**src/common/flash_pkg.sv**
```systemverilog
/*
  Shared constants, types and register map for the flash command and
  protection controller. Assumes a 16-bit flash address space split into
  512-byte pages and an 8-bit register file on a 32-bit Avalon-MM slave.
*/
`default_nettype none
package flash_pkg;
  localparam int ADDR_W = 16;
  localparam int PAGE_SHIFT = 9;
  localparam int SEL_W = ADDR_W - PAGE_SHIFT;

  // register byte offsets
  localparam logic [7:0] OFS_PROT = 8'h00;
  localparam logic [7:0] OFS_STAT = 8'h04;
  localparam logic [7:0] OFS_CMD = 8'h08;
  localparam logic [7:0] OFS_CDIV = 8'h0C;
  localparam logic [7:0] OFS_ADDR = 8'h10;
  localparam logic [7:0] OFS_DATA = 8'h14;
  localparam logic [7:0] OFS_SEC = 8'h18;

  // status bit positions
  localparam int STAT_CBEF = 7;
  localparam int STAT_CCF = 6;
  localparam int STAT_PVIOL = 5;
  localparam int STAT_ACCERR = 4;
  localparam int STAT_BLANK = 2;

  // protection and divider fields
  localparam int PROT_DIS = 0;
  localparam int CDIV_LOADED = 7;
  localparam int CDIV_PRESCALE_BY_EIGHT = 6;
  localparam logic [7:0] CDIV_RESET = 8'h00;
  localparam logic [7:0] CMD_RESET = 8'h00;
  localparam logic [1:0] SEC_UNSECURED = 2'b10;

  // command codes
  localparam logic [7:0] CMD_BLANK = 8'h05;
  localparam logic [7:0] CMD_BYTE = 8'h20;
  localparam logic [7:0] CMD_BURST = 8'h25;
  localparam logic [7:0] CMD_PAGE = 8'h40;
  localparam logic [7:0] CMD_MASS = 8'h41;

  typedef struct packed {
    logic [7:0] code;
    logic [ADDR_W-1:0] addr;
    logic [7:0] data;
  } cmd_s;

  typedef enum logic [2:0] {
    SEQ_IDLE = 3'b001,
    SEQ_DATA = 3'b010,
    SEQ_CMD = 3'b100
  } seq_e;

  typedef enum logic [1:0] {
    EX_IDLE = 2'b01,
    EX_RUN = 2'b10
  } exec_e;
endpackage
`default_nettype wire

```
**src/rtl/flash_clk_div.sv**
```systemverilog
/*
  Flash clock divider: one tick every (div+1) bus cycles, or every
  8*(div+1) with the prescaler. Assumes run is held for a whole command.
*/
`timescale 1ns/1ns
`default_nettype none
module flash_clk_div (
  input wire logic clock,
  input wire logic rst,
  input wire logic [5:0] div,
  input wire logic prescale_by_eight,
  input wire logic run,
  output logic tick
);
  import flash_pkg::*;

  logic [8:0] cnt_q;
  logic [8:0] limit;

  assign limit = prescale_by_eight ? {div, 3'b111} : {3'b000, div};

  always_ff @(posedge clock) begin
    if (rst || !run) begin
      cnt_q <= 9'h000;
    end else if (cnt_q >= limit) begin
      cnt_q <= 9'h000;
    end else begin
      cnt_q <= cnt_q + 9'h001;
    end
  end

  // counter restarts with each run so the first tick lands a full period in
  assign tick = run && (cnt_q == limit);

  property p_tick_gap;
    @(posedge clock) disable iff (rst)
      (tick && run && limit != 9'h000 && $stable(limit)) |=> !tick;
  endproperty
  a_tick_gap: assert property (p_tick_gap) else $error("flash tick repeated too soon");
endmodule
`default_nettype wire

```
**src/rtl/flash_cmd_exec.sv**
```systemverilog
/*
  Runs one command against the flash array: holds the request, forwards
  flash clock pulses, ends on the array's acknowledge. Assumes the array
  answers with arr_ack and reports arr_erased with it for blank checks.
*/
`timescale 1ns/1ns
`default_nettype none
module flash_cmd_exec (
  input wire logic clock,
  input wire logic rst,
  input wire logic start,
  input wire flash_pkg::cmd_s cmd,
  input wire logic abort,
  input wire logic tick,
  input wire logic arr_ack,
  input wire logic arr_erased,
  output logic busy,
  output logic done,
  output logic blank_ok,
  output logic arr_valid,
  output flash_pkg::cmd_s arr_cmd,
  output logic arr_pulse
);
  import flash_pkg::*;

  exec_e state_q;

  always_ff @(posedge clock) begin
    if (rst) begin
      state_q <= EX_IDLE;
    end else begin
      case (state_q)
        EX_IDLE: begin
          if (start) begin
            state_q <= EX_RUN;
          end
        end
        EX_RUN: begin
          if (abort || arr_ack) begin
            state_q <= EX_IDLE;
          end
        end
        default: state_q <= EX_IDLE;
      endcase
    end
  end

  always_ff @(posedge clock) begin
    if (rst) begin
      arr_cmd <= '0;
    end else if (start && state_q == EX_IDLE) begin
      arr_cmd <= cmd;
    end
  end

  always_ff @(posedge clock) begin
    if (rst) begin
      done <= 1'b0;
      blank_ok <= 1'b0;
    end else begin
      done <= (state_q == EX_RUN) && arr_ack && !abort;
      if (state_q == EX_RUN && arr_ack) begin
        blank_ok <= arr_erased;
      end
    end
  end

  assign busy = (state_q == EX_RUN);
  assign arr_valid = busy;
  assign arr_pulse = busy && tick;

  property p_abort_stops;
    @(posedge clock) disable iff (rst) (busy && abort) |=> !busy && !done;
  endproperty
  a_abort_stops: assert property (p_abort_stops) else $error("aborted command kept running");

  property p_done_once;
    @(posedge clock) disable iff (rst) done |=> !done;
  endproperty
  a_done_once: assert property (p_done_once) else $error("completion pulse longer than one cycle");
endmodule
`default_nettype wire

```
**src/rtl/flash_command_protect_ctrl.sv**
```systemverilog
/*
  Flash command and protection controller: Avalon-MM register file,
  command sequence checks, protection check, one-deep burst buffer and
  security update. Assumes the flash array and nonvolatile bytes are on
  the same clock; stop and debug inputs come from logic on this clock.
*/
// The Avalon-MM interface to the registers and the register addresses were decided locally.
`timescale 1ns/1ns
`default_nettype none
module flash_command_protect_ctrl (
  input wire logic clock,
  input wire logic rst,
  input wire logic [7:0] address,
  input wire logic read,
  input wire logic write,
  input wire logic [31:0] writedata,
  input wire logic [3:0] byteenable,
  output logic [31:0] readdata,
  output logic waitrequest,
  input wire logic [7:0] nonvolatile_protection_byte,
  input wire logic [1:0] nonvolatile_security,
  input wire logic debug_prot_we,
  input wire logic [7:0] debug_prot_data,
  input wire logic stop_mode,
  input wire logic arr_ack,
  input wire logic arr_erased,
  output logic arr_valid,
  output flash_pkg::cmd_s arr_cmd,
  output logic arr_pulse,
  output logic [7:0] protection_reg,
  output logic [1:0] security_code
);
  import flash_pkg::*;

  logic ack_q;
  logic [31:0] readdata_q;
  logic [7:0] prot_q;
  logic [7:0] cdiv_q;
  logic [7:0] cmd_q;
  logic [ADDR_W-1:0] addr_q;
  logic [7:0] data_q;
  logic [1:0] sec_q;
  logic pviol_q;
  logic accerr_q;
  logic blank_q;
  logic pending_q;
  cmd_s pend_q;
  seq_e seq_q;
  logic [7:0] wd;
  logic wr;
  logic wr_prot, wr_stat, wr_cmd, wr_cdiv, wr_addr, wr_data;
  logic buffer_empty_flag, command_complete_flag;
  logic exec_busy, exec_done, blank_ok, tick, xfer;
  logic launch_wr, legal, prog_erase, protected_hit;
  logic seq_err, launch_err, pviol_set, launch_ok, stop_abort;
  logic [7:0] stat_rd;
  logic [7:0] rd_byte;

  // one wait state on every access; read data are registered meanwhile
  always_ff @(posedge clock) begin
    if (rst) begin
      ack_q <= 1'b0;
    end else begin
      ack_q <= (read || write) && !ack_q;
    end
  end
  assign waitrequest = (read || write) && !ack_q;

  assign wd = writedata[7:0];
  assign wr = write && ack_q && byteenable[0];
  assign wr_prot = wr && (address == OFS_PROT);
  assign wr_stat = wr && (address == OFS_STAT);
  assign wr_cmd = wr && (address == OFS_CMD);
  assign wr_cdiv = wr && (address == OFS_CDIV);
  assign wr_addr = wr && (address == OFS_ADDR);
  assign wr_data = wr && (address == OFS_DATA);

  // buffer and completion state follow the queue, so no flag can disagree
  assign buffer_empty_flag = !pending_q && !(exec_busy && arr_cmd.code != CMD_BURST);
  // held low through the done cycle so the blank flag is settled when it rises
  assign command_complete_flag = !pending_q && !exec_busy && !exec_done;

  assign legal = (cmd_q == CMD_BLANK) || (cmd_q == CMD_BYTE) || (cmd_q == CMD_BURST)
      || (cmd_q == CMD_PAGE) || (cmd_q == CMD_MASS);
  assign prog_erase = legal && (cmd_q != CMD_BLANK);
  // mass erase touches every page, so any protection blocks it
  assign protected_hit = !prot_q[PROT_DIS] && ((cmd_q == CMD_MASS)
      || (addr_q[ADDR_W-1:PAGE_SHIFT] > prot_q[7:1]));

  assign launch_wr = wr_stat && wd[STAT_CBEF] && buffer_empty_flag;
  assign seq_err = (wr_cmd && seq_q != SEQ_DATA) || (wr_data && seq_q == SEQ_CMD);
  assign launch_err = launch_wr && ((seq_q != SEQ_CMD) || !legal
      || (prog_erase && !cdiv_q[CDIV_LOADED])
      || (exec_busy && (cmd_q != CMD_BURST || arr_cmd.code != CMD_BURST)));
  assign pviol_set = launch_wr && !launch_err && prog_erase && protected_hit;
  assign launch_ok = launch_wr && !launch_err && !pviol_set;
  assign stop_abort = stop_mode && (exec_busy || pending_q);
  assign xfer = pending_q && !exec_busy && !stop_mode;

  always_ff @(posedge clock) begin
    if (rst) begin
      seq_q <= SEQ_IDLE;
    end else if (seq_err || launch_wr || stop_abort) begin
      seq_q <= SEQ_IDLE;
    end else begin
      case (seq_q)
        SEQ_IDLE: begin
          if (wr_data) begin
            seq_q <= SEQ_DATA;
          end
        end
        SEQ_DATA: begin
          if (wr_cmd) begin
            seq_q <= SEQ_CMD;
          end
        end
        SEQ_CMD: seq_q <= SEQ_CMD;
        default: seq_q <= SEQ_IDLE;
      endcase
    end
  end

  always_ff @(posedge clock) begin
    if (rst) begin
      cmd_q <= CMD_RESET;
      addr_q <= '0;
      data_q <= 8'h00;
    end else begin
      if (wr_cmd) begin
        cmd_q <= wd;
      end
      if (wr_addr) begin
        addr_q <= writedata[ADDR_W-1:0];
      end
      if (wr_data) begin
        data_q <= wd;
      end
    end
  end

  // one-deep buffer; a burst moves on as soon as the array is free
  always_ff @(posedge clock) begin
    if (rst || stop_abort) begin
      pending_q <= 1'b0;
      pend_q <= '0;
    end else if (launch_ok) begin
      pending_q <= 1'b1;
      pend_q <= '{code: cmd_q, addr: addr_q, data: data_q};
    end else if (xfer) begin
      pending_q <= 1'b0;
    end
  end

  always_ff @(posedge clock) begin
    if (rst) begin
      cdiv_q <= CDIV_RESET;
    end else if (wr_cdiv) begin
      cdiv_q <= {1'b1, wd[6:0]};
    end
  end

  // nonvolatile copy is taken on every reset cycle, not only at power-up
  always_ff @(posedge clock) begin
    if (rst) begin
      prot_q <= nonvolatile_protection_byte;
    end else if (debug_prot_we) begin
      prot_q <= debug_prot_data;
    end else if (wr_prot && !prot_q[PROT_DIS] && wd[7:1] < prot_q[7:1]) begin
      prot_q[7:1] <= wd[7:1];
    end
  end

  // a set in the same cycle as a software clear wins
  always_ff @(posedge clock) begin
    if (rst) begin
      pviol_q <= 1'b0;
      accerr_q <= 1'b0;
    end else begin
      pviol_q <= pviol_set || (pviol_q && !(wr_stat && wd[STAT_PVIOL]));
      accerr_q <= seq_err || launch_err || stop_abort
          || (accerr_q && !(wr_stat && wd[STAT_ACCERR]));
    end
  end

  always_ff @(posedge clock) begin
    if (rst) begin
      blank_q <= 1'b0;
      sec_q <= nonvolatile_security;
    end else begin
      if (exec_done && arr_cmd.code == CMD_BLANK && blank_ok) begin
        blank_q <= 1'b1;
        sec_q <= SEC_UNSECURED;
      end else if (launch_ok) begin
        blank_q <= 1'b0;
      end
    end
  end

  assign stat_rd = {buffer_empty_flag, command_complete_flag, pviol_q, accerr_q, 1'b0, blank_q, 2'b00};

  always_comb begin
    case (address)
      OFS_PROT: rd_byte = prot_q;
      OFS_STAT: rd_byte = stat_rd;
      OFS_CMD: rd_byte = cmd_q;
      OFS_CDIV: rd_byte = cdiv_q;
      OFS_DATA: rd_byte = data_q;
      OFS_SEC: rd_byte = {6'h00, sec_q};
      default: rd_byte = 8'h00;
    endcase
  end

  always_ff @(posedge clock) begin
    if (rst) begin
      readdata_q <= 32'h00000000;
    end else if (read && !ack_q) begin
      if (address == OFS_ADDR) begin
        readdata_q <= {16'h0000, addr_q};
      end else begin
        readdata_q <= {24'h000000, rd_byte};
      end
    end
  end

  assign readdata = readdata_q;
  assign protection_reg = prot_q;
  assign security_code = sec_q;

  flash_clk_div u_div (
    .clock(clock),
    .rst(rst),
    .div(cdiv_q[5:0]),
    .prescale_by_eight(cdiv_q[CDIV_PRESCALE_BY_EIGHT]),
    .run(exec_busy),
    .tick(tick)
  );

  flash_cmd_exec u_exec (
    .clock(clock),
    .rst(rst),
    .start(xfer),
    .cmd(pend_q),
    .abort(stop_abort),
    .tick(tick),
    .arr_ack(arr_ack),
    .arr_erased(arr_erased),
    .busy(exec_busy),
    .done(exec_done),
    .blank_ok(blank_ok),
    .arr_valid(arr_valid),
    .arr_cmd(arr_cmd),
    .arr_pulse(arr_pulse)
  );

  property p_prot_guard;
    @(posedge clock) disable iff (rst)
      ($changed(prot_q) && !$past(debug_prot_we)) |->
        $past(wr_prot) && !$past(prot_q[PROT_DIS]) && (prot_q[7:1] < $past(prot_q[7:1]));
  endproperty
  a_prot_guard: assert property (p_prot_guard) else $error("protection weakened by write");

  property p_launch_busy;
    @(posedge clock) disable iff (rst) launch_ok |=> !buffer_empty_flag && !command_complete_flag;
  endproperty
  a_launch_busy: assert property (p_launch_busy) else $error("flags not cleared by launch");

  property p_pviol;
    @(posedge clock) disable iff (rst) pviol_set |=> pviol_q && !pending_q;
  endproperty
  a_pviol: assert property (p_pviol) else $error("protected command not discarded");

  property p_accerr_hold;
    @(posedge clock) disable iff (rst)
      (accerr_q && !(wr_stat && wd[STAT_ACCERR])) |=> accerr_q;
  endproperty
  a_accerr_hold: assert property (p_accerr_hold) else $error("access error cleared without write");

  property p_illegal;
    @(posedge clock) disable iff (rst)
      (launch_wr && seq_q == SEQ_CMD && !legal) |=>
        accerr_q && !pending_q && ($past(exec_busy) || !exec_busy);
  endproperty
  a_illegal: assert property (p_illegal) else $error("illegal code not rejected");

  property p_blank_unlock;
    @(posedge clock) disable iff (rst)
      (exec_done && arr_cmd.code == CMD_BLANK && blank_ok) |=>
        blank_q && security_code == SEC_UNSECURED;
  endproperty
  a_blank_unlock: assert property (p_blank_unlock) else $error("blank check did not unsecure");

  property p_stop_abort;
    @(posedge clock) disable iff (rst) stop_abort |=> accerr_q && !exec_busy && !pending_q;
  endproperty
  a_stop_abort: assert property (p_stop_abort) else $error("stop did not abort command");

  property p_burst_refill;
    @(posedge clock) disable iff (rst)
      (xfer && pend_q.code == CMD_BURST) |=> buffer_empty_flag ##1 (buffer_empty_flag || pending_q);
  endproperty
  a_burst_refill: assert property (p_burst_refill) else $error("burst transfer kept buffer full");

  c_launch: cover property (@(posedge clock) disable iff (rst) launch_ok);
  c_burst_queued: cover property (@(posedge clock) disable iff (rst) launch_ok && exec_busy);
  c_blank_pass: cover property (@(posedge clock) disable iff (rst)
      exec_done && arr_cmd.code == CMD_BLANK && blank_ok);
  c_pviol: cover property (@(posedge clock) disable iff (rst) pviol_set);
endmodule
`default_nettype wire

```
**config.mk**
```make
export PLATFORM = sky130hd
export DESIGN_NAME = flash_command_protect_ctrl
export DESIGN_NICKNAME = d
export VERILOG_FILES = /design/src/common/flash_pkg.sv /design/src/rtl/flash_clk_div.sv /design/src/rtl/flash_cmd_exec.sv /design/src/rtl/flash_command_protect_ctrl.sv
export SDC_FILE = /design/constraint.sdc
export NUM_CORES = 1
export LEC_CHECK = 0
export BUFFER_PORTS_ARGS = -buffer_cell sky130_fd_sc_hd__buf_2
export CORE_MARGIN = 1.5
export CORE_UTILIZATION = 32
export CTS_CLUSTER_DIAMETER = 60
export CTS_CLUSTER_SIZE = 25
export DETAILED_ROUTE_END_ITERATION = 6
export PLACE_DENSITY = 0.63
export SYNTH_ARGS = -nofsm -noshare
export SYNTH_HDL_FRONTEND = slang
export SYNTH_SLANG_ARGS = --single-unit
export TNS_END_PERCENT = 100
```
**constraint.sdc**
```tcl
create_clock -name clock -period 3.8 [get_ports clock]
set_input_delay 0.19 -clock clock [delete_from_list [all_inputs] [get_ports clock]]
set_output_delay 0.19 -clock clock [all_outputs]
set_load 0.01 [all_outputs]
```
==> impl_metrics.csv, run 1 <==
group,metric,value,unit
status,status,"complete, no violations",
critical_path,startpoint_type,"flip-flop",
power_and_ir_drop,peakVddDrop,0.3668,mV
sta,hold_viol_final,0,
floorplanning,die_area,0.02203,mm2
logic_synthesis,synth_cell_type_count,63,
routing,wl,19000,um
logic_synthesis,netlist.area_leader.share,0.4171,
power_and_ir_drop,combPwrFrac,0.057,
critical_path,cp-end-kind,"flip-flop",
power_and_ir_drop,intPower,0.002756,W
clock_network,cts-htree-levels,4,
logic_synthesis,synth.avg_cell_area,8.665,um2
sta,slew_viol_final,0,
place,port-buffer-count,111,
critical_path,worstPathCellList,"nor4b_1, a211oi_1, or4b_4, o211ai_4, buf_12, mux2i_1, nor2_1",
critical_path,crit_type,"reg2reg",
critical_path,cp.required,4.10,ns
hold_path,hp-start,"writedata[12]",
cells_and_area,fin_nets,971,
critical_path,cp.arrival,3.12,ns
place,placed_area,0.007500,mm2
routing,vias_per_cell,4.947,
clock_network,numCtsBuffers,17,
clock_network,clock_sinks,151,
floorplanning,die_h,148.4,um
logic_synthesis,synth_simple_gate_area_share,0.2207,
global_route,grt_pass1_vias,5363,
routing,ant_nets,0,
cells_and_area,final_cell_mix,"dfxtp_1 (141), nand2_1 (139), buf_2 (110)",
cells_and_area,n_antenna_cell,0,
critical_path,startpoint,"cmd_q[5]",
sta,min_period,2.822,ns
sta,fin_ws,0.9778,ns
place,placedCellCount,1129,
floorplanning,start_util,0.3240,
clock_network,cts_tree,"done",
logic_synthesis,synthMuxAreaShare,0.08486,
critical_path,cp_max_fo,20,
logic_synthesis,synth_top_family_by_area,"simple AND/OR/NAND/NOR gates",
logic_synthesis,synth_flop_cell,"dfxtp_1",
logic_synthesis,syn_inst,781,
cells_and_area,reg.largest.list,"pend_q: 32 flops, u_exec.arr_cmd: 32 flops",
clock_network,hold_buffers,5,
sta,fin_crit_sh,0.7427,
cells_and_area,n_fill_cell,2143,
critical_path,max_stage_delay,0.56,ns
global_route,grt_max_degree,82,
routing,drt_iter0_drc,428,
cells_and_area,utilization,0.3901,
sta,max_slew_margin,0.3832,
cells_and_area,layout-drive-gt1-share,0.1813,
clock_network,clk_pin_slew,0.06,ns
logic_synthesis,ys_ff_latch,151,
logic_synthesis,synthXorXnorAreaFrac,0.009059,
logic_synthesis,synth_edf_count,10,
critical_path,rr_startpoint,"cmd_q[5]",
floorplanning,ios,147,
clock_network,cts_setup_buffers,0,
logic_synthesis,ys_seq_area_frac,0.4615,
routing,wl_per_cell,16.34,um
floorplanning,core,0.02089,mm2
run,drv_cap,0,
place,post-place-ws,1.009,ns
logic_synthesis,synth_fa_ha_area_frac,0.04252,
cells_and_area,syn2layout_area_growth,20.39,%
place,place_congestion,0.8813,
global_route,overflow,0,
clock_network,clockBufferDepth,2,
routing,drc,0,
power_and_ir_drop,switchingPower,0.0008283,W
cells_and_area,mostFrequentLayoutCell,"dfxtp_1",
cells_and_area,stdcell_count,1163,
power_and_ir_drop,p_per_area,439.9,mW/mm2
critical_path,slowest_stage,"or4b_4",
floorplanning,die_width,148.4,um
logic_synthesis,netlist.top_cell.by_area,"dfxtp_1",
critical_path,cpLargestDelayFamily,"simple AND/OR/NAND/NOR gates",
routing,vias,5753,
routing,dr.pass1.iters,7,
clock_network,clk_latency,0.43,ns
hold_path,worstHoldPathType,"in2reg",
logic_synthesis,synth-compound-area-share,0.1255,
sta,setup_viol,0,
place,place_hpwl,13630,um
critical_path,cp_num_buf_inv,1,
cells_and_area,fin_area,0.008148,mm2
power_and_ir_drop,power_leakage,3.493,nW
power_and_ir_drop,seqPwrFrac,0.458,
clock_network,cts_resized,0,
logic_synthesis,synthTopCellsByArea,"dfxtp_1 (42%), mux2i_1 (8.0%), nand2_1 (7.7%)",
sta,tightest_slew,0.9232,ns
clock_network,cts-root-buf,"clkbuf_16",
power_and_ir_drop,p_clk_frac,0.485,
sta,max_clock_freq,354.3,MHz
global_route,antenna_found_initial,0,
logic_synthesis,async_flop_share,0,
global_route,grt_use_total,0.1786,
floorplanning,row_count,53,
sta,setup_tns,0,ns
sta,grt_setup_unrepaired,"no",
logic_synthesis,synth_warnings,0,
global_route,grt_pass1_wl,30160,um
logic_synthesis,syn-cell-area,0.006768,mm2
sta,clock_skew,0.01090,ns
power_and_ir_drop,p_sw_frac,0.2311,
## synth_stat cells (3+ instances only)
cell type	number
buf_4	17
nand3_1	29
mux2i_1	54
xor2_1	4
a22oi_1	9
a211oi_1	4
a311oi_1	3
and3_1	9
o21ai_0	19
buf_6	3
o211ai_1	3
xnor2_1	3
a21oi_1	79
nor3_1	16
nand4_1	4
nor2b_1	7
nand2_1	139
inv_1	14
dfxtp_1	141
nand2b_1	10
a21o_1	6
and2_1	4
ha_1	23
nor2_1	83
clkbuf_1	38
nor3b_1	3
edfxtp_1	10
## power by group through the flow
stage	clock network, W	registers (W)	logic (W)
3_5_place_dp	0	0.00168	0.000198
6_report	0.00174	0.00164	0.000205
5_1_grt	0.00184	0.00164	0.000225
3_3_place_gp	0	0.00167	0.000197
2_1_floorplan	0	0.00167	0.000113
4_1_cts	0.00177	0.00164	0.000203
## area by class of cell
type / count / area [um2] / area share
Inverter: 14 / 52.55 / 0.006450
Multi-Input combinational cell: 569 / 3342 / 0.4102
Clock inverter: 10 / 145.1 / 0.01781
Sequential cell: 151 / 3123 / 0.3833
Tap cell: 275 / 344.1 / 0.04223
Timing Repair Buffer: 125 / 688.2 / 0.08446
Clock buffer: 19 / 452.9 / 0.05559
## cells by family (layout without fill, tap and decap cells)
kind of cell / after synthesis / after routing
other: 1 / 16
adder cells (fa/ha/maj): 23 / 23
XOR/XNOR: 7 / 7
AO/OA/AOI/OAI: 141 / 141
AND/OR/NAND/NOR: 326 / 326
buffers and inverters: 76 / 168
multiplexers: 56 / 56
flip-flops: 151 / 151
## tightest hold or removal path, stage by stage
cell and delay, ns:
buf_2 0.09, nand2_1 0.05, a21oi_1 0.05
## metal layers
| metal | vias to the layer above | part of all wire | global-route usage | wire (um) |
|---|---|---|---|---|
| met5 | - | 0 | 0 | 0 |
| met4 | 0 | 0.0086 | 0.05891 | 164 |
| met3 | 17 | 0.075 | 0.04110 | 1430 |
| met2 | 214 | 0.43 | 0.2605 | 8210 |
| met1 | 2667 | 0.48 | 0.2583 | 9196 |
| li1 | 2855 | - | - | - |
## metrics by stage
step / hold WS, ns / power [W]
detailed placement: 0.4411 / 0.001874
finish: 0.01585 / 0.003584
global route: 0.01393 / 0.003712
floorplan: 0.3260 / 0.001788
global placement: 0.4406 / 0.001872
CTS: 0.0002484 / 0.003617
## path summary, 6_finish.rpt
path | slack (ns) | cells past startpoint | end
worst min register to register | 0.45 | 2 | readdata[13]
worst min-delay path | 0.02 | 3 | addr_q[12]
worst max-delay path | 0.98 | 7 | pend_q[10]
worst max register to register | 0.98 | 7 | pend_q[10]
Power figures use the tool's default switching activity.
==> inputs of run 2 (changes only) <==
- PLACE_DENSITY: 0.63 -> 0.65
- clock period: 3.8 -> 2.3 ns (I/O delays scaled with it)
==> run 2 against run 1 <==
  * The run now ends with setup timing left
  * Setup slack got worse by 1.0 ns
  * Non-clock buffer count grew 74
  * First-iteration DRC count grew 14%
  * Via count is 6.9% higher
  * Register-to-register slack worse by 1.0 ns
  * Final cell count is 6.6% higher
  * Die area is the same
  * Global-route usage is 0.36 points higher
  * Core utilization rose by 3.7 points
  * Hold slack gained 0.010 ns
  * Critical path depth grew 3
  * Largest cell class unchanged
  * Highest routed layer unchanged
==> impl_metrics.csv, run 2 (synthesized netlist as in run 1, its figures left out) <==
group,metric,value,unit
status,status,"finished with violations",
status,violations,"setup timing",
critical_path,cpLargestDelayFamily,"simple AND/OR/NAND/NOR gates",
power_and_ir_drop,combPwrFrac,0.075,
critical_path,rr_startpoint,"protection_reg[4]",
critical_path,cpMostUsedCell,"buf_12",
critical_path,cp_max_fo,8,
cells_and_area,syn2layout_area_growth,31.95,%
cells_and_area,n_antenna_cell,0,
run,drv_cap,0,
critical_path,max_stage_delay,0.52,ns
power_and_ir_drop,peakVddDrop,0.5630,mV
critical_path,worstPathCellList,"inv_2, ha_4, nand4_1, nor3_2, or4b_4, o211ai_4, buf_12, buf_12, mux2i_2, nor2_1",
cells_and_area,ff_latch_area,0.003127,mm2
sta,clock_skew,0.008519,ns
sta,finalHoldWorstSlack,0.02583,ns
power_and_ir_drop,intPower,0.004463,W
critical_path,cp.required,2.62,ns
place,port-buffer-count,111,
cells_and_area,layout-drive-gt1-share,0.2518,
sta,min_period,2.355,ns
global_route,grt_pass1_vias,5617,
power_and_ir_drop,power_leakage,3.880,nW
critical_path,crit_type,"reg2reg",
power_and_ir_drop,switchingPower,0.001451,W
power_and_ir_drop,p_clk_frac,0.468,
hold_path,hp-start,"nonvolatile_protection_byte[0]",
global_route,overflow,0,
floorplanning,die_area,0.02203,mm2
clock_network,cts-htree-levels,4,
floorplanning,start_util,0.3240,
critical_path,startpoint,"protection_reg[4]",
place,place_hpwl,14340,um
routing,drt_iter0_drc,489,
floorplanning,row_count,53,
routing,wl_per_cell,16.34,um
critical_path,worst-path-stages,10,
floorplanning,core,0.02089,mm2
clock_network,numCtsBuffers,17,
routing,wl,20260,um
sta,setup_viol,24,
clock_network,clockBufferDepth,2,
cells_and_area,mostFrequentLayoutCell,"nand2_1",
clock_network,clock_sinks,151,
floorplanning,ios,147,
clock_network,clk_pin_slew,0.07,ns
hold_path,worstHoldPathType,"in2reg",
global_route,antenna_found_initial,0,
critical_path,cp.arrival,2.67,ns
global_route,grt_use_total,0.1822,
routing,drc,0,
floorplanning,die_width,148.4,um
global_route,grt_max_degree,57,
cells_and_area,n_fill_cell,2073,
cells_and_area,utilization,0.4275,
sta,fin_ws,-0.05540,ns
critical_path,slowest_stage,"or4b_4",
power_and_ir_drop,p_sw_frac,0.2453,
place,place_congestion,0.8931,
critical_path,reg2reg_to,"pend_q[29]",
routing,vias_per_cell,4.958,
floorplanning,die_h,148.4,um
sta,max_clock_freq,424.6,MHz
cells_and_area,fin_nets,1045,
critical_path,endpoint,"pend_q[29]",
sta,grt_setup_unrepaired,"yes",
routing,dr.pass1.iters,5,
sta,fin_crit_sh,1.024,
cells_and_area,final_cell_mix,"nand2_1 (139), dfxtp_1 (138), buf_2 (110)",
critical_path,startpoint_type,"flip-flop",
sta,hold_viol_final,0,
clock_network,cts-root-buf,"clkbuf_16",
critical_path,rr_worst_depth,10,
sta,max_slew_margin,0.5203,
power_and_ir_drop,seqPwrFrac,0.457,
critical_path,cp_num_buf_inv,3,
cells_and_area,multi_input_area,0.003462,mm2
sta,slew_viol_final,0,
cells_and_area,reg.largest.list,"pend_q: 32 flops, u_exec.arr_cmd: 32 flops",
sta,tightest_slew,0.7013,ns
critical_path,r2r_slack,-0.06,ns
power_and_ir_drop,p_per_area,662.2,mW/mm2
clock_network,clk_latency,0.43,ns
clock_network,cts_tree,"done",
routing,vias,6148,
global_route,grt_pass1_wl,30970,um
critical_path,cp-end-kind,"flip-flop",
routing,ant_nets,0,
run 2: how the worst min path moves through the flow:
| stage | endpoint | slack (ns) | depth (start not counted) |
|---|---|---|---|
| after floorplan | addr_q[0] | 0.25 | 2 |
| after global placement | addr_q[8] | 0.37 | 3 |
| after detailed placement | addr_q[10] | 0.37 | 3 |
| after CTS | addr_q[7] | 0.01 | 3 |
| after global routing | addr_q[7] | 0.03 | 3 |
| final | protection_reg[0] | 0.03 | 2 |
run 2: stage by stage:
stage / std cells / setup TNS [ns] / area, um2 / total power [W] / setup WS (ns)
floorplan: 796 / 0 / 6824 / 0.002954 / 0.01241
global placement: 1175 / 0 / 7858 / 0.003127 / 0.01859
detailed placement: 1175 / 0 / 7858 / 0.003129 / 0.007473
CTS: 1230 / 0 / 8677 / 0.005891 / 0.001514
global route: 1240 / -2.970 / 8930 / 0.006113 / -0.1288
finish: 1240 / -0.6319 / 8930 / 0.005914 / -0.05540
run 2: timing repair:
item / CTS / global route
setup buffers: 0 / 7
endpoints found under the hold margin: 22 / 0
hold buffers: 23 / 0
setup endpoints to repair: 2 / 34
pin swaps: 0 / 4
cloned: 0 / 3
gates resized for setup: 2 / 26
run 2: power by group through the flow:
stage | clock network, W | registers [W] | logic [W]
after floorplan | 0 | 0.00277 | 0.000187
after global placement | 0 | 0.00276 | 0.000371
after detailed placement | 0 | 0.00276 | 0.000373
after CTS | 0.00279 | 0.00270 | 0.000406
after global routing | 0.00293 | 0.00270 | 0.000483
final | 0.00277 | 0.00270 | 0.000443
run 2: area by class of cell:
cell class / count / share of cell area
Multi-Input combinational cell: 569 / 0.3877
Sequential cell: 151 / 0.3501
Timing Repair Buffer: 199 / 0.1524
Clock buffer: 20 / 0.05240
Tap cell: 275 / 0.03853
Clock inverter: 12 / 0.01289
Inverter: 14 / 0.005885
run 2: worst reg2reg max path, stage by stage (launching register included):
cell and delay [ns]:
edfxtp_1 0.41, inv_2 0.12, ha_4 0.21, nand4_1 0.13, nor3_2 0.06, or4b_4 0.52
o211ai_4 0.23, buf_12 0.16, buf_12 0.14, mux2i_2 0.22, nor2_1 0.06
run 2: layer usage:
metal / GRT usage / up-vias / part of all wire
li1: - / 3016 / -
met1: 0.2691 / 2873 / 0.48
met2: 0.2623 / 233 / 0.43
met3: 0.04325 / 26 / 0.073
met4: 0.05000 / 0 / 0.015
met5: 0 / - / 0
==> inputs of run 3 (changes only) <==
- CORE_ASPECT_RATIO: unset -> 1.2
- PLACE_DENSITY: 0.65 -> 0.64
- SYNTH_HIERARCHICAL: unset -> 1
==> run 3 against run 2 <==
  * The run now ends clean
  * Register-to-register slack better by 0.16 ns
  * Critical endpoint is now pend_q[21]
  * Global-route usage down 1.3 points
  * Count of clock-buffer cells in the layout up 3
  * Setup slack better by 0.16 ns
  * Via count up 3.2%
  * Critical path type unchanged
  * Fmax up 7.2%
  * Cell area up 3.2%
  * Largest cell class unchanged
  * Combinational power about the same
  * Sequential share of layout area down 1.1 points
  * Die area up 8.6%
  * Hold slack worse by 0.019 ns
==> impl_metrics.csv, run 3 <==
group,metric,value,unit
critical_path,cp.arrival,2.56,ns
critical_path,worstPathCellList,"or4_1, or3_1, a211oi_2, nand2b_4, clkbuf_16, mux2i_1",
sta,slew_viol_final,0,
place,port-buffer-count,111,
sta,hold_viol_final,0,
global_route,grt_pass1_wl,31540,um
clock_network,clk_pin_slew,0.06,ns
floorplanning,die_width,141.4,um
clock_network,cts_tree,"done",
global_route,overflow,0,
sta,grt_setup_unrepaired,"yes",
power_and_ir_drop,p_per_area,659.5,mW/mm2
critical_path,r2r_slack,0.10,ns
routing,drt_iter0_drc,546,
routing,dr.pass1.iters,6,
cells_and_area,stdcell_count,1265,
sta,setup_viol,0,
routing,vias_per_cell,5.015,
critical_path,crit_type,"reg2reg",
routing,ant_nets,0,
sta,fin_crit_sh,0.9552,
cells_and_area,mostFrequentLayoutCell,"nand2_1",
cells_and_area,n_fill_cell,2256,
clock_network,clock_sinks,151,
routing,drc,0,
critical_path,cpLargestDelayFamily,"simple AND/OR/NAND/NOR gates",
critical_path,cp_max_fo,13,
floorplanning,die_h,169.1,um
global_route,antenna_found_initial,0,
routing,vias,6344,
clock_network,clk_latency,0.43,ns
sta,max_clock_freq,455.2,MHz
logic_synthesis,netlist.top_cell.by_area,"dfxtp_1",
floorplanning,row_count,60,
cells_and_area,reg.largest.list,"pend_q: 32 flops, u_exec/arr_cmd: 32 flops",
place,placedCellCount,1208,
logic_synthesis,synth_fa_ha_area_frac,0.03911,
critical_path,rr_startpoint,"cmd_q[1]",
logic_synthesis,synth_simple_gate_area_share,0.2540,
logic_synthesis,synth-compound-area-share,0.1090,
global_route,grt_max_degree,64,
run,drv_cap,0,
sta,max_slew_margin,0.6061,
logic_synthesis,async_flop_share,0,
floorplanning,die_area,0.02392,mm2
critical_path,cp_num_buf_inv,1,
critical_path,startpoint,"cmd_q[1]",
floorplanning,ios,147,
place,place_congestion,0.9305,
cells_and_area,final_cell_mix,"nand2_1 (151), dfxtp_1 (140), buf_2 (110)",
global_route,grt_use_total,0.1692,
logic_synthesis,syn_inst,830,
logic_synthesis,ys_seq_area_frac,0.4244,
logic_synthesis,synthTopCellsByArea,"dfxtp_1 (38%), mux2i_1 (9.7%), nand2_1 (7.7%)",
logic_synthesis,synth_edf_count,10,
sta,clock_skew,0.006469,ns
hold_path,hp-start,"nonvolatile_protection_byte[2]",
floorplanning,core,0.02252,mm2
cells_and_area,fin_nets,1066,
clock_network,cts-root-buf,"clkbuf_16",
global_route,grt_pass1_vias,5920,
sta,min_period,2.197,ns
cells_and_area,syn2layout_area_growth,25.18,%
cells_and_area,layout-drive-gt1-share,0.2201,
critical_path,cp-end-kind,"flip-flop",
place,place_hpwl,14550,um
logic_synthesis,synth_warnings,6,
sta,tightest_slew,0.5894,ns
logic_synthesis,syn-cell-area,0.007358,mm2
logic_synthesis,synth_flop_cell,"dfxtp_1",
logic_synthesis,ys_top_cells_by_count,"nand2_1 (151), dfxtp_1 (141), nand2b_1 (75)",
hold_path,worstHoldPathType,"in2reg",
critical_path,cp.required,2.66,ns
critical_path,slowest_stage,"or4_1",
logic_synthesis,yosys.cell_count.top_type,"nand2_1",
power_and_ir_drop,power_leakage,3.687,nW
critical_path,startpoint_type,"flip-flop",
logic_synthesis,synth_top_family_by_area,"simple AND/OR/NAND/NOR gates",
routing,wl,20540,um
cells_and_area,n_antenna_cell,0,
sta,setup_tns,0,ns
critical_path,max_stage_delay,0.56,ns
logic_synthesis,netlist.area_leader.share,0.3836,
status,status,"complete, no violations",
routing,wl_per_cell,16.24,um
clock_network,numCtsBuffers,17,
clock_network,cts-htree-levels,4,
logic_synthesis,synth_cell_type_count,68,
logic_synthesis,synth.avg_cell_area,8.865,um2
logic_synthesis,synthXorXnorAreaFrac,0.008332,
floorplanning,start_util,0.3267,
clock_network,clockBufferDepth,2,
power_and_ir_drop,peakVddDrop,0.5212,mV
logic_synthesis,synthMuxAreaShare,0.09811,
logic_synthesis,ys_ff_latch,151,
-- run 3: stage by stage --
stage	setup slack [ns]	power, W	cell area [um2]	hold WS, ns	util
after floorplan	0.1311	0.002976	7415	0.2510	-
after global placement	0.1024	0.003151	8258	0.3611	0.3667
after detailed placement	0.08528	0.003153	8258	0.3631	0.3667
after CTS	0.008738	0.006096	9107	0.003879	0.4044
after global routing	-0.01990	0.006274	9211	0.02298	0.4090
final	0.1031	0.006075	9211	0.006844	0.4090
-- run 3: tightest hold or removal path, cell delays in order --
cell     delay [ns]
buf_2          0.07
nand2_1        0.06
o21ai_0        0.07
-- run 3: metal layers --
metal,track usage,routed length [um],up-vias
li1,-,-,3121
met1,0.2255,9225,2927
met2,0.2694,9475,252
met3,0.03791,1357,44
met4,0.05917,480,0
met5,0,0,-
-- run 3: logic make-up (layout without fill, tap and decap cells) --
group	after synthesis	count (layout)
buffers and inverters	82	223
other	1	16
AOI/OAI and AO/OA	123	123
muxes	72	72
xor gates and xnor gates	7	7
adders and majority gates	23	23
and+or+nand+nor	371	371
DFF	151	151
-- run 3: final timing paths --
check | end | cells after the start
setup / recovery | pend_q[21] | 6
hold / removal | protection_reg[2] | 3
setup reg to reg | pend_q[21] | 6
hold reg to reg | readdata[10] | 2
-- run 3: power by group --
group / leakage [nW] / switching (W) / internal (W)
clock network: 0.314 / 0.00112 / 0.00182
logic: 2.13 / 0.000252 / 0.000191
registers: 1.24 / 0.0000222 / 0.00267
-- run 3: cell type report --
class                   instances  area, um2  area share
repair buffers                178       1205      0.1308
inverters                      13      48.80    0.005297
well taps                     279      349.1     0.03790
clock inverters                 9      107.6     0.01168
flip-flops and latches        151       3127      0.3394
multi-input cells             612       3854      0.4184
clock buffers                  23      520.5     0.05651
-- run 3: what timing repair did --
action                                  in CTS  in global routing
hold endpoints to repair                    20                  0
gates cloned                                 0                  2
hold buffers                                22                  0
endpoints found under the setup margin       1                 36
pin swaps                                    0                  0
setup buffers                                0                  1
resized for setup                            1                 13
